`src/rtl/pttc_pkg.sv`:
```
// package: register map, field layout and encodings of the periodic timer
package pttc_pkg;

    // register indices (word addresses = index; byte addresses = index * 4)
    localparam logic [3:0] PTTC_IDX_CTRL0   = 4'h0;
    localparam logic [3:0] PTTC_IDX_CTRL1   = 4'h1;
    localparam logic [3:0] PTTC_IDX_CNT_LO  = 4'h2;
    localparam logic [3:0] PTTC_IDX_CNT_HI  = 4'h3;
    localparam logic [3:0] PTTC_IDX_DUTY_LO = 4'h4;
    localparam logic [3:0] PTTC_IDX_DUTY_HI = 4'h5;
    localparam logic [3:0] PTTC_IDX_PER_LO  = 4'h6;
    localparam logic [3:0] PTTC_IDX_PER_HI  = 4'h7;
    localparam logic [3:0] PTTC_IDX_FLAGS   = 4'h8;

    // control-zero fields
    localparam int PTTC_C0_RUN_BIT = 3;

    // control-one fields
    localparam int PTTC_C1_MODE_HI = 7;
    localparam int PTTC_C1_MODE_LO = 6;
    localparam int PTTC_C1_ACT_HI  = 5;
    localparam int PTTC_C1_ACT_LO  = 4;
    localparam int PTTC_C1_INIT    = 3;
    localparam int PTTC_C1_POL     = 2;
    localparam int PTTC_C1_CAPSRC  = 1;
    localparam int PTTC_C1_CLRSRC  = 0;

    // flag register fields (write one to clear)
    localparam int PTTC_FL_DUTY = 0;
    localparam int PTTC_FL_PER  = 1;

    localparam int PTTC_CW = 10;

    localparam logic [7:0]         PTTC_CTRL_RST  = 8'h00;
    localparam logic [PTTC_CW-1:0] PTTC_CNT_RST   = 10'h000;
    localparam logic [PTTC_CW-1:0] PTTC_CNT_MAX   = 10'h3FF;
    localparam logic [PTTC_CW-1:0] PTTC_CNT_ONE   = 10'h001;
    localparam logic [31:0]        PTTC_BUS_ZERO  = 32'h0000_0000;

    typedef enum logic [1:0] {
        PTTC_MODE_CMP = 2'b00,
        PTTC_MODE_CAP = 2'b01,
        PTTC_MODE_PWM = 2'b10,
        PTTC_MODE_TMR = 2'b11
    } pttc_mode_t;

    // capture edge encoding / pulse action field
    localparam logic [1:0] PTTC_ACT_RISE = 2'b00;
    localparam logic [1:0] PTTC_ACT_FALL = 2'b01;
    localparam logic [1:0] PTTC_ACT_BOTH = 2'b10;
    localparam logic [1:0] PTTC_ACT_NONE = 2'b11;
    localparam logic [1:0] PTTC_ACT_LOW  = 2'b00;
    localparam logic [1:0] PTTC_ACT_HIGH = 2'b01;
    localparam logic [1:0] PTTC_ACT_PWM  = 2'b10;

    typedef struct packed {
        logic [3:0]  address;
        logic        read;
        logic        write;
        logic [31:0] writedata;
    } pttc_bus_req_t;

    typedef struct packed {
        logic [31:0] readdata;
        logic        waitrequest;
    } pttc_bus_rsp_t;

    typedef struct packed {
        logic               run;
        logic [7:0]         ctrl1;
        logic [PTTC_CW-1:0] cnt;
        logic [PTTC_CW-1:0] duty;
        logic [PTTC_CW-1:0] per;
        logic               duty_flag;
        logic               per_flag;
        logic               pin_out;
        logic               pin_oe;
        logic [1:0]         trig_sync;
        logic [1:0]         io_sync;
        logic               trig_prev;
        logic               io_prev;
        logic               run_prev;
        logic               irq;
        logic               wait_req;
        logic [31:0]        rdata;
    } pttc_state_t;

endpackage

```
`src/rtl/pttc_timer.sv`:
```
// periodic timer: pwm tail, single pulse and capture modes with avalon slave
//
// Added by the designer: the placing of the registers and register access over Avalon-MM.
`timescale 1ns/1ps
// ****************************************************************
// Notes on behaviour
// - in pwm mode every counter clear starts a new period
// - pwm generation keeps running while action field forces pin to 00/01
// - pwm mode ignores the clear source select bit
// - single pulse: run bit rising starts the pulse leading edge
// - single pulse: trigger pin active edge sets the run bit
// - run bit high starts counter and drives pulse on output pin
// - trailing edge on software clear or duty match; match clears run bit
// - single pulse: duty match raises timer interrupt
// - single pulse: counter zeroes only on run bit rising
// - single pulse ignores period value and clear source select
// - capture source is io pin or trigger pin by select bit
// - action field picks capture edge; 11 disables capture, counter runs
// - capture counter starts on run rising, free runs until run falls
// - active capture edge copies counter into duty value and interrupts
// - capture: period match zeroes counter and interrupts
// - capture: period value zero gives full count range
// - capture edges count even while the shared pin is an output
// - capture ignores clear select, initial level and polarity bits
// - counter and compare values are 10 bits, read as low byte plus 2 bits
// - capture select 0 picks io pin, 1 picks trigger pin
// - duty match sets duty flag except in capture, period match sets period flag except in single pulse
// ****************************************************************
module pttc_timer (
    input  wire logic                    core_clk,
    input  wire logic                    sys_rst,
    input  wire pttc_pkg::pttc_bus_req_t bus_req,
    output      pttc_pkg::pttc_bus_rsp_t bus_rsp,
    input  wire logic                    trig_pin_in,
    input  wire logic                    io_pin_in,
    output      logic                    io_pin_out,
    output      logic                    io_pin_oe,
    output      logic                    timer_irq
);
    import pttc_pkg::*;

    pttc_state_t s_q;
    pttc_state_t s_d;

    pttc_mode_t          mode;
    logic [1:0]          act;
    logic                trig_rise;
    logic                io_rise;
    logic                io_fall;
    logic                src_rise;
    logic                src_fall;
    logic                cap_hit;
    logic                duty_hit;
    logic                per_hit;
    logic                run_rise;
    logic                wr;
    logic                rd;
    logic [PTTC_CW-1:0]  cnt_inc;
    logic                pwm_level;

    // ****************************************************************
    // decode
    // ****************************************************************
    always_comb begin
        mode      = pttc_mode_t'(s_q.ctrl1[PTTC_C1_MODE_HI:PTTC_C1_MODE_LO]);
        act       = s_q.ctrl1[PTTC_C1_ACT_HI:PTTC_C1_ACT_LO];
        trig_rise = s_q.trig_sync[1] & ~s_q.trig_prev;
        io_rise   = s_q.io_sync[1] & ~s_q.io_prev;
        io_fall   = ~s_q.io_sync[1] & s_q.io_prev;
        // pin direction not consulted: edges count even when driving
        src_rise  = s_q.ctrl1[PTTC_C1_CAPSRC] ? trig_rise : io_rise;
        src_fall  = s_q.ctrl1[PTTC_C1_CAPSRC] ? (~s_q.trig_sync[1] & s_q.trig_prev)
                                               : io_fall;
        case (act)
            PTTC_ACT_RISE: cap_hit = src_rise;
            PTTC_ACT_FALL: cap_hit = src_fall;
            PTTC_ACT_BOTH: cap_hit = src_rise | src_fall;
            default:       cap_hit = 1'b0;
        endcase
        run_rise  = s_q.run & ~s_q.run_prev;
        duty_hit  = s_q.run & ~run_rise & (s_q.cnt == s_q.duty);
        // zero period means wrap at full range
        per_hit   = s_q.run & ~run_rise &
                    (s_q.per == PTTC_CNT_RST ? s_q.cnt == PTTC_CNT_MAX
                                              : s_q.cnt == s_q.per);
        cnt_inc   = s_q.cnt + PTTC_CNT_ONE;
        // writes land on the edge at which the master sees waitrequest low
        wr        = bus_req.write & ~s_q.wait_req;
        rd        = bus_req.read & s_q.wait_req;
        pwm_level = (s_q.cnt < s_q.duty) ^ s_q.ctrl1[PTTC_C1_INIT];
    end

    // ****************************************************************
    // next state
    // ****************************************************************
    always_comb begin
        s_d           = s_q;
        s_d.trig_sync = {s_q.trig_sync[0], trig_pin_in};
        s_d.io_sync   = {s_q.io_sync[0], io_pin_in};
        s_d.trig_prev = s_q.trig_sync[1];
        s_d.io_prev   = s_q.io_sync[1];
        s_d.run_prev  = s_q.run;
        s_d.wait_req  = 1'b1;
        s_d.irq       = 1'b0;

        // counter
        if (run_rise) begin
            s_d.cnt = PTTC_CNT_RST;
        end else if (s_q.run) begin
            case (mode)
                PTTC_MODE_PWM: begin
                    if (act == PTTC_ACT_NONE) begin
                        // single pulse: period and clear select unused
                        s_d.cnt = cnt_inc;
                    end else begin
                        // clear select ignored, period match clears
                        s_d.cnt = per_hit ? PTTC_CNT_RST : cnt_inc;
                    end
                end
                PTTC_MODE_CAP: begin
                    // free runs whatever the pin does
                    s_d.cnt = per_hit ? PTTC_CNT_RST : cnt_inc;
                end
                default: begin
                    if (s_q.ctrl1[PTTC_C1_CLRSRC]) begin
                        s_d.cnt = duty_hit ? PTTC_CNT_RST : cnt_inc;
                    end else begin
                        s_d.cnt = per_hit ? PTTC_CNT_RST : cnt_inc;
                    end
                end
            endcase
        end

        // single pulse run control
        if (mode == PTTC_MODE_PWM && act == PTTC_ACT_NONE) begin
            if (trig_rise) begin
                s_d.run = 1'b1;
            end
            if (duty_hit) begin
                s_d.run = 1'b0;
            end
        end

        // capture and flags; set wins over clear
        if (wr && bus_req.address == PTTC_IDX_FLAGS) begin
            if (bus_req.writedata[PTTC_FL_DUTY]) s_d.duty_flag = 1'b0;
            if (bus_req.writedata[PTTC_FL_PER])  s_d.per_flag  = 1'b0;
        end
        if (mode == PTTC_MODE_CAP) begin
            if (s_q.run && cap_hit) begin
                s_d.duty      = s_q.cnt;
                s_d.duty_flag = 1'b1;
                s_d.irq       = 1'b1;
            end
            if (per_hit) begin
                s_d.per_flag = 1'b1;
                s_d.irq      = 1'b1;
            end
        end else begin
            if (duty_hit) begin
                s_d.duty_flag = 1'b1;
                s_d.irq       = 1'b1;
            end
            if (per_hit && !(mode == PTTC_MODE_PWM && act == PTTC_ACT_NONE)) begin
                s_d.per_flag = 1'b1;
                s_d.irq      = 1'b1;
            end
        end

        // output pin
        case (mode)
            PTTC_MODE_PWM: begin
                s_d.pin_oe = 1'b1;
                if (act == PTTC_ACT_NONE) begin
                    s_d.pin_out = s_d.run ^ s_q.ctrl1[PTTC_C1_POL];
                end else if (act == PTTC_ACT_PWM) begin
                    s_d.pin_out = pwm_level ^ s_q.ctrl1[PTTC_C1_POL];
                end else begin
                    s_d.pin_out = (act == PTTC_ACT_HIGH) ^ s_q.ctrl1[PTTC_C1_POL];
                end
            end
            PTTC_MODE_CMP: begin
                s_d.pin_oe = 1'b1;
                if (run_rise) begin
                    s_d.pin_out = s_q.ctrl1[PTTC_C1_INIT] ^ s_q.ctrl1[PTTC_C1_POL];
                end else if (duty_hit) begin
                    case (act)
                        PTTC_ACT_HIGH: s_d.pin_out = ~s_q.ctrl1[PTTC_C1_POL];
                        PTTC_ACT_PWM:  s_d.pin_out = s_q.ctrl1[PTTC_C1_POL];
                        PTTC_ACT_NONE: s_d.pin_out = ~s_q.pin_out;
                        default:       s_d.pin_out = s_q.pin_out;
                    endcase
                end
            end
            default: begin
                // capture: no output, init level and polarity unused
                s_d.pin_oe  = 1'b0;
                s_d.pin_out = 1'b0;
            end
        endcase

        // ****************************************************************
        // avalon slave: one wait state, answer on second cycle
        // ****************************************************************
        if ((bus_req.read | bus_req.write) & s_q.wait_req) begin
            s_d.wait_req = 1'b0;
        end
        if (wr) begin
            case (bus_req.address)
                PTTC_IDX_CTRL0:   s_d.run = bus_req.writedata[PTTC_C0_RUN_BIT];
                PTTC_IDX_CTRL1:   s_d.ctrl1 = bus_req.writedata[7:0];
                PTTC_IDX_DUTY_LO: s_d.duty[7:0] = bus_req.writedata[7:0];
                PTTC_IDX_DUTY_HI: s_d.duty[9:8] = bus_req.writedata[1:0];
                PTTC_IDX_PER_LO:  s_d.per[7:0] = bus_req.writedata[7:0];
                PTTC_IDX_PER_HI:  s_d.per[9:8] = bus_req.writedata[1:0];
                default: ;
            endcase
        end
        if (rd) begin
            s_d.rdata = PTTC_BUS_ZERO;
            case (bus_req.address)
                PTTC_IDX_CTRL0:   s_d.rdata[PTTC_C0_RUN_BIT] = s_q.run;
                PTTC_IDX_CTRL1:   s_d.rdata[7:0] = s_q.ctrl1;
                PTTC_IDX_CNT_LO:  s_d.rdata[7:0] = s_q.cnt[7:0];
                PTTC_IDX_CNT_HI:  s_d.rdata[1:0] = s_q.cnt[9:8];
                PTTC_IDX_DUTY_LO: s_d.rdata[7:0] = s_q.duty[7:0];
                PTTC_IDX_DUTY_HI: s_d.rdata[1:0] = s_q.duty[9:8];
                PTTC_IDX_PER_LO:  s_d.rdata[7:0] = s_q.per[7:0];
                PTTC_IDX_PER_HI:  s_d.rdata[1:0] = s_q.per[9:8];
                PTTC_IDX_FLAGS: begin
                    s_d.rdata[PTTC_FL_DUTY] = s_q.duty_flag;
                    s_d.rdata[PTTC_FL_PER]  = s_q.per_flag;
                end
                default: s_d.rdata = PTTC_BUS_ZERO;
            endcase
        end
    end

    always_ff @(posedge core_clk or posedge sys_rst) begin
        if (sys_rst) begin
            s_q          <= '0;
            s_q.wait_req <= 1'b1;
        end else begin
            s_q <= s_d;
        end
    end

    assign bus_rsp.readdata    = s_q.rdata;
    assign bus_rsp.waitrequest = s_q.wait_req;
    assign io_pin_out          = s_q.pin_out;
    assign io_pin_oe           = s_q.pin_oe;
    assign timer_irq           = s_q.irq;

    // ****************************************************************
    // checks
    // ****************************************************************
    property p_pulse_end;
        @(posedge core_clk) disable iff (sys_rst)
        (mode == PTTC_MODE_PWM && act == PTTC_ACT_NONE && duty_hit && !wr)
            |=> !s_q.run && s_q.duty_flag;
    endproperty
    a_pulse_end: assert property (p_pulse_end) else $error("duty match kept run");

    property p_trig_start;
        @(posedge core_clk) disable iff (sys_rst)
        (mode == PTTC_MODE_PWM && act == PTTC_ACT_NONE && trig_rise && !duty_hit && !wr)
            |=> s_q.run;
    endproperty
    a_trig_start: assert property (p_trig_start) else $error("trigger missed");

    property p_restart_zero;
        @(posedge core_clk) disable iff (sys_rst)
        run_rise |=> s_q.cnt == PTTC_CNT_RST;
    endproperty
    a_restart_zero: assert property (p_restart_zero) else $error("no zero on run");

    property p_capture;
        @(posedge core_clk) disable iff (sys_rst)
        (mode == PTTC_MODE_CAP && s_q.run && cap_hit && !wr)
            |=> s_q.duty == $past(s_q.cnt) && s_q.irq;
    endproperty
    a_capture: assert property (p_capture) else $error("capture lost");

    property p_cap_off;
        @(posedge core_clk) disable iff (sys_rst)
        (mode == PTTC_MODE_CAP && act == PTTC_ACT_NONE && !wr) |=> $stable(s_q.duty);
    endproperty
    a_cap_off: assert property (p_cap_off) else $error("capture while off");

    property p_cap_wrap;
        @(posedge core_clk) disable iff (sys_rst)
        (mode == PTTC_MODE_CAP && per_hit && !wr)
            |=> s_q.cnt == PTTC_CNT_RST && s_q.per_flag;
    endproperty
    a_cap_wrap: assert property (p_cap_wrap) else $error("period wrap missed");

    property p_pulse_pin;
        @(posedge core_clk) disable iff (sys_rst)
        (mode == PTTC_MODE_PWM && act == PTTC_ACT_NONE && !wr)
            ##1 (mode == PTTC_MODE_PWM && act == PTTC_ACT_NONE)
            |-> io_pin_out == (s_q.run ^ s_q.ctrl1[PTTC_C1_POL]);
    endproperty
    a_pulse_pin: assert property (p_pulse_pin) else $error("pulse pin wrong");

    property p_bus_ack;
        @(posedge core_clk) disable iff (sys_rst)
        (bus_req.read || bus_req.write) && bus_rsp.waitrequest |=> !bus_rsp.waitrequest;
    endproperty
    a_bus_ack: assert property (p_bus_ack) else $error("bus not answered");

    property p_cnt_hold;
        @(posedge core_clk) disable iff (sys_rst)
        !s_q.run
            |=> $stable(s_q.cnt);
    endproperty
    a_cnt_hold: assert property (p_cnt_hold) else $error("counter moved while stopped");

    property p_cap_free;
        @(posedge core_clk) disable iff (sys_rst)
        (mode == PTTC_MODE_CAP && s_q.run && !run_rise && !per_hit)
            |=> s_q.cnt == $past(s_q.cnt) + PTTC_CNT_ONE;
    endproperty
    a_cap_free: assert property (p_cap_free) else $error("capture counter stalled");

    property p_cap_pin_off;
        @(posedge core_clk) disable iff (sys_rst)
        mode == PTTC_MODE_CAP
            |=> !io_pin_oe && !io_pin_out;
    endproperty
    a_cap_pin_off: assert property (p_cap_pin_off) else $error("pin driven in capture");

    property p_pwm_period;
        @(posedge core_clk) disable iff (sys_rst)
        (mode == PTTC_MODE_PWM && act != PTTC_ACT_NONE && per_hit)
            |=> s_q.cnt == PTTC_CNT_RST;
    endproperty
    a_pwm_period: assert property (p_pwm_period) else $error("period match kept count");

    property p_pwm_forced;
        @(posedge core_clk) disable iff (sys_rst)
        (mode == PTTC_MODE_PWM && (act == PTTC_ACT_LOW || act == PTTC_ACT_HIGH) && per_hit)
            |=> s_q.per_flag;
    endproperty
    a_pwm_forced: assert property (p_pwm_forced) else $error("forced pwm stopped");

    property p_sp_no_period;
        @(posedge core_clk) disable iff (sys_rst)
        (mode == PTTC_MODE_PWM && act == PTTC_ACT_NONE && !wr)
            |=> $stable(s_q.per_flag);
    endproperty
    a_sp_no_period: assert property (p_sp_no_period) else $error("period flag in pulse");

    property p_duty_flag;
        @(posedge core_clk) disable iff (sys_rst)
        (mode != PTTC_MODE_CAP && duty_hit)
            |=> s_q.duty_flag;
    endproperty
    a_duty_flag: assert property (p_duty_flag) else $error("duty flag missed");

    property p_pulse_irq;
        @(posedge core_clk) disable iff (sys_rst)
        (mode == PTTC_MODE_PWM && act == PTTC_ACT_NONE && duty_hit)
            |=> timer_irq;
    endproperty
    a_pulse_irq: assert property (p_pulse_irq) else $error("pulse end without interrupt");

    property p_duty_write;
        @(posedge core_clk) disable iff (sys_rst)
        (bus_req.write && !bus_rsp.waitrequest && bus_req.address == PTTC_IDX_DUTY_LO)
            |=> s_q.duty[7:0] == $past(bus_req.writedata[7:0]);
    endproperty
    a_duty_write: assert property (p_duty_write) else $error("duty write lost");

endmodule // pttc_timer

```
`config.mk`:
```
export PLATFORM = sky130hd
export DESIGN_NAME = pttc_timer
export DESIGN_NICKNAME = d
export VERILOG_FILES = /design/src/rtl/pttc_pkg.sv /design/src/rtl/pttc_timer.sv
export SDC_FILE = /design/constraint.sdc
export NUM_CORES = 1
export LEC_CHECK = 0
export BUFFER_PORTS_ARGS = -buffer_cell sky130_fd_sc_hd__buf_2
export CAP_MARGIN = 20
export CORE_MARGIN = 5
export CORE_UTILIZATION = 55
export CTS_BUF_LIST = sky130_fd_sc_hd__clkbuf_16
export DETAILED_ROUTE_END_ITERATION = 8
export PLACE_DENSITY = 0.8
export SYNTH_ARGS = -nofsm -noshare
export SYNTH_HDL_FRONTEND = slang
export SYNTH_SLANG_ARGS = --single-unit
```
`constraint.sdc`:
```
create_clock -name core_clk -period 3 [get_ports core_clk]
set_clock_uncertainty 0.2 [all_clocks]
set_input_delay 0.3 -clock core_clk [delete_from_list [all_inputs] [get_ports core_clk]]
set_output_delay 0.3 -clock core_clk [all_outputs]
set_load 0.05 [all_outputs]
```
Word-level counts from Yosys, hierarchy flattened
Index checks and enable logic that the tools add are counted.

Bits in registers: 60. Logic and storage cells: 127.

Add/sub/neg operators: 1. Order comparisons: 1. Eq/ne operators: 18. Muxes and demuxes: 48. Bitwise gates (word level): 27. Reductions and logical operators: 14.

Operators by type and width (count): $mux 10 (8); $mux 8 (3); $mux 1 (23); $eq 10x10->1 (2); $mux 20 (1); $pmux 10 s2 (1); $eq 4x3->1 const B (4); $pmux 2 s8 (1); $pmux 4 s4 (1); $and 1x1->1 (11); $add 10x1->10 const B (1); $eq 10x10->1 const B (1); $logic_not 10->1 (1); $lt 10x10->1 (1); $mux 9 (1); $not 1->1 (9); $eq 4x2->1 const B (2); $mux 2 (4); $reduce_and 2->1 (4); $eq 2x2->1 const B (3); $pmux 1 s3 (2); $ne 5x5->1 const B (1); $pmux 1 s5 (1); $xor 1x1->1 (5); 12 further kinds (18).

Logic depth before layout (Yosys ltp)
Depth in word-level cells: 10. Mapped depth: 9.

Worst setup path before layout
Ideal clock, no wire load.

Kind: register to register. Start point: reg s_q[53] (netlist bit). End point: reg s_q[69] (netlist bit). Arrival time: 2229 ps. Required time: 2662 ps. Slack: 432 ps. Cell stages (with the launch flop): 8. Buffers on the path: 0. Clock period less this slack: 2568 ps. Path through: dfrtp_1 nor4_2 nand3_2 a211o_1 a222oi_1 a31oi_1 o2111ai_1 o211ai_1.

Longest elaborated chain between the ends: 8. Elaborated cells on any way between the ends: 10. Those cells by class: eq/ne: 1; mux: 7; bitwise: 1; reduce/logical: 1.

RTL lines: from (decl) (line pttc_timer.sv:42) `pttc_state_t s_q;`; $eq 10x10->1 / $logic_not 10->1 (equally long branches) (line pttc_timer.sv:85, pttc_timer.sv:84); $mux 1 (*) (line pttc_timer.sv:84) `(s_q.per == PTTC_CNT_RST ? s_q.cnt == PTTC_CNT_MAX`; $and 1x1->1 (*) (line pttc_timer.sv:83) `per_hit = s_q.run & ~run_rise &`; $mux 10 (*) (line pttc_timer.sv:117, pttc_timer.sv:122, pttc_timer.sv:128); $mux 10 (on tied branches) (line pttc_timer.sv:125, pttc_timer.sv:112); $pmux 10 s2 (*) (line pttc_timer.sv:110) `case (mode)`; $mux 10 (*) (line pttc_timer.sv:109) `end else if (s_q.run) begin`; $mux 10 (*) (line pttc_timer.sv:107) `if (run_rise) begin`.

Mark *: on every way between the ends. The rest lies on a longest branch, timed or not. The select of a mux whose other input is x is not followed. A chain may end at the register's enable or synchronous reset.

Worst setup path after layout
Start point: reg s_q[65] (netlist bit). End point: reg s_q[68] (netlist bit).

Longest elaborated chain between the ends: 8. Elaborated cells on any way between the ends: 14. Those cells by class: add/sub: 1; eq/ne: 3; mux: 8; bitwise: 2.

RTL lines (line): parallel branches: the longest is 5 deep, another holds $add 10x1->10; $pmux 10 s2 (*) (pttc_timer.sv:110); $mux 10 (*) (pttc_timer.sv:109); $mux 10 (*) (pttc_timer.sv:107).

Mark *: on every way between the ends. The select of a mux whose other input is x is not followed.

==> metrics.yaml <==
floorplanning:
  ios: 78
  rows: 30
  chipWidth_um: 93.94
  dieArea_um2: 8824
  start_util: 0.5672
  core_um2: 6832
  die_y_um: 93.94
clocking:
  clock-root-buffer: "clkbuf_16"
  clock_sinks: 60
  cts_tree: "built"
  numCtsBuffers: 9
  path_clk_slew_ps: 50
  cts-resized-gates: 0
  worstSkewPairLatency_ps: 330
  h-tree-depth: 3
  clk_path_buf_depth: 2
min_path:
  whs_path_depth: 3
  min_to: "s_q[60]"
  hp-class: "input pin to flop"
  min-delay-start: "bus_req[5]"
place:
  dp_hpwl_um: 7111
  portBuffers: 29
  placed_area_um2: 4009
  gp_congestion: 0.9038
  dp.cells: 528
setup_path:
  crit_arrival_ps: 2840
  rr_startpoint: "s_q[65]"
  critPathRequiredTime_ps: 3030
  cp_max_fo: 7
  path_class: "flop to flop"
  end_kind: "flop"
  r2r-end: "s_q[68]"
  cp-start-kind: "flop"
  rrSetupSlack_ps: 200
  rr_worst_depth: 10
detailed_routing:
  drt_iter0_drc: 354
  finalWirelength_um: 9744
  vias_per_cell: 5.982
  drtAntennaViolNets: 0
  vias: 3284
  dr.pass1.iters: 6
  wl_per_cell_um: 17.75
  drcViolationCount: 0
global_routing:
  met1_usage: 0.2983
  antenna_found_initial: 0
  grt_pass1_wl_um: 16210
  grt_util_met2: 0.3868
  overflow: 0
  met3_usage: 0.04888
  grt_pass1_vias: 3317
  grt_max_degree: 43
  grt_use_total: 0.2379
  busiest_layer: "met2"
timing:
  maxSlewHeadroom: 0.4214
  hold_viol: 0
  min_period_over_period: 0.9348
  slew_viol_final: 0
  worst_pin_slew_ps: 866.6
  tns_ps: 0
  finalSetupViolCount: 0
  period_needed_ps: 2804
  timing.fmax_mhz: 356.6
  grt_setup_unrepaired: "no"
synthesis:
  yosysSeqAreaShare: 0.3878
  synth.avg_cell_area_um2: 9.248
  postSynthCellCount: 419
  synth.distinct_cells: 53
  ys_seq_elements: 60
  netlist_area_um2: 3875
  synth-edff-count: 0
  synth-async-reset-ratio: 1.000
  synth_flop_cell: "dfrtp_1"
  ys_warn_count: 0
power_and_ir_drop:
  power_density_nw_per_um2: 719.3
  peakVddDrop_v: 0.0005835
  leakage_nw: 2.103
cells_and_area:
  fin_util: 0.6359
  stdcell_area_um2: 4344
  syn_to_final_growth_pct: 12.11
  finalNonFillerCells: 549
  drive_gt1_frac: 0.1634
  fin_nets: 504
  diodes: 0
run:
  maxCapViolations: 0
outcome:
  status: "finished clean"
worst max-delay path, cell delays in order, from the launching register on:
cell     delay, ps
dfrtp_1        450
inv_1          160
ha_1           300
nand2_1        110
nor4_1          60
buf_4          160
a31oi_1        210
inv_1          120
a31oi_1        510
o21ai_2        220
o22ai_1        220
synthesized netlist by cell type (5+ instances only):
cell / n / area, um^2
mux2_2: 9 / 101.4
a21oi_1: 6 / 30.03
nor3_1: 10 / 50.05
clkbuf_1: 17 / 63.81
nor2b_1: 5 / 31.28
nor2_1: 20 / 75.07
o21ai_0: 7 / 35.03
mux2i_1: 21 / 210.2
inv_1: 30 / 112.6
nand2_1: 38 / 142.6
buf_4: 33 / 247.7
xor2_1: 5 / 43.79
ha_1: 14 / 175.2
a22oi_1: 8 / 60.06
o21ai_1: 19 / 95.09
mux2_1: 10 / 112.6
o22ai_1: 10 / 62.56
nand2b_1: 8 / 50.05
nand3_1: 13 / 65.06
dfrtp_1: 59 / 1476
o211ai_1: 7 / 52.55
a22o_1: 6 / 52.55
layout make-up:
type	count	area [um^2]
clock buffers	9	225.2
well taps	96	120.1
fillers	574	2487
inverters	30	112.6
flip-flops and latches	60	1503
clock inverters	7	60.06
repair buffers	48	300.3
multi-input cells	299	2023
registers in the layout, indices dropped and copies added (netlist names):
| name | cells |
|---|---|
| s_q | 39 |
| bus_rsp | 9 |
| io_pin_out | 1 |
| timer_irq | 1 |
| io_pin_oe | 1 |
| act | 2 |
| mode | 2 |
| s_d | 5 |
stage by stage:
step	hold WS (ps)	power, mW	worst slack, ps
after floorplan	131.2	1.887	432.4
after global placement	131.8	2.065	343.0
after detailed placement	137.0	2.112	298.5
after CTS	2.579	3.107	263.2
after global routing	23.62	3.288	40.80
final	9.081	3.125	195.6
per-layer routing:
layer	share of wire	vias up	wire length (um)
met2	0.48	156	4639
met1	0.41	1584	3993
met5	0	-	0
li1	-	1510	-
met4	0.035	0	343
met3	0.079	34	767
cells in the final DEF (no fill, tap or decap), types with 5 or more instances in the layout:
| cell | synthesis | final |
|---|---|---|
| dfrtp_1 | 59 | 59 |
| nand2_1 | 38 | 38 |
| inv_1 | 30 | 30 |
| buf_2 | 0 | 29 |
| conb_1 | 1 | 24 |
| mux2i_1 | 21 | 21 |
| nor2_1 | 20 | 20 |
| o21ai_1 | 19 | 19 |
| ha_1 | 14 | 14 |
| buf_4 | 33 | 14 |
| nand3_1 | 13 | 13 |
| nor3_1 | 10 | 10 |
| o22ai_1 | 10 | 10 |
| mux2_1 | 10 | 10 |
| mux2_2 | 9 | 9 |
| clkbuf_16 | 0 | 9 |
| nand2b_1 | 8 | 8 |
| a22oi_1 | 8 | 8 |
| o21ai_0 | 7 | 7 |
| o211ai_1 | 7 | 7 |
| a21oi_1 | 6 | 6 |
| a22o_1 | 6 | 6 |
| xor2_1 | 5 | 5 |
| nor2b_1 | 5 | 5 |
| dlygate4sd3_1 | 0 | 5 |
report_power, final:
group / internal (mW) / switching, mW
clock network: 0.630 / 0.351
logic: 0.351 / 0.590
registers: 0.983 / 0.220
how the worst max path moves through the flow:
stage,start,endpoint,cells past startpoint
after detailed placement,s_q[65],s_q[68],10
after CTS,s_q[65],s_q[68],10
final,s_q[65],s_q[68],10
after global routing,s_q[65],s_q[68],10
after floorplan,s_q[53],s_q[69],7
after global placement,s_q[65],s_q[68],10
repair_timing:
action,CTS,global route
endpoints found under the setup margin,0,0
hold endpoints to repair,38,0
buffers inserted,0,0
hold buffers,5,0
kinds of logic after synthesis:
logic type,Yosys count,synth area share
muxes,40,0.1095
DFF,60,0.3878
and+or+nand+nor,116,0.1505
adders and majority gates,14,0.04521
buffers and inverters,83,0.1124
other,1,0.0009678
xor gates and xnor gates,8,0.01808
AOI/OAI and AO/OA,97,0.1757
Note: power is estimated with default switching activity, not from simulation.
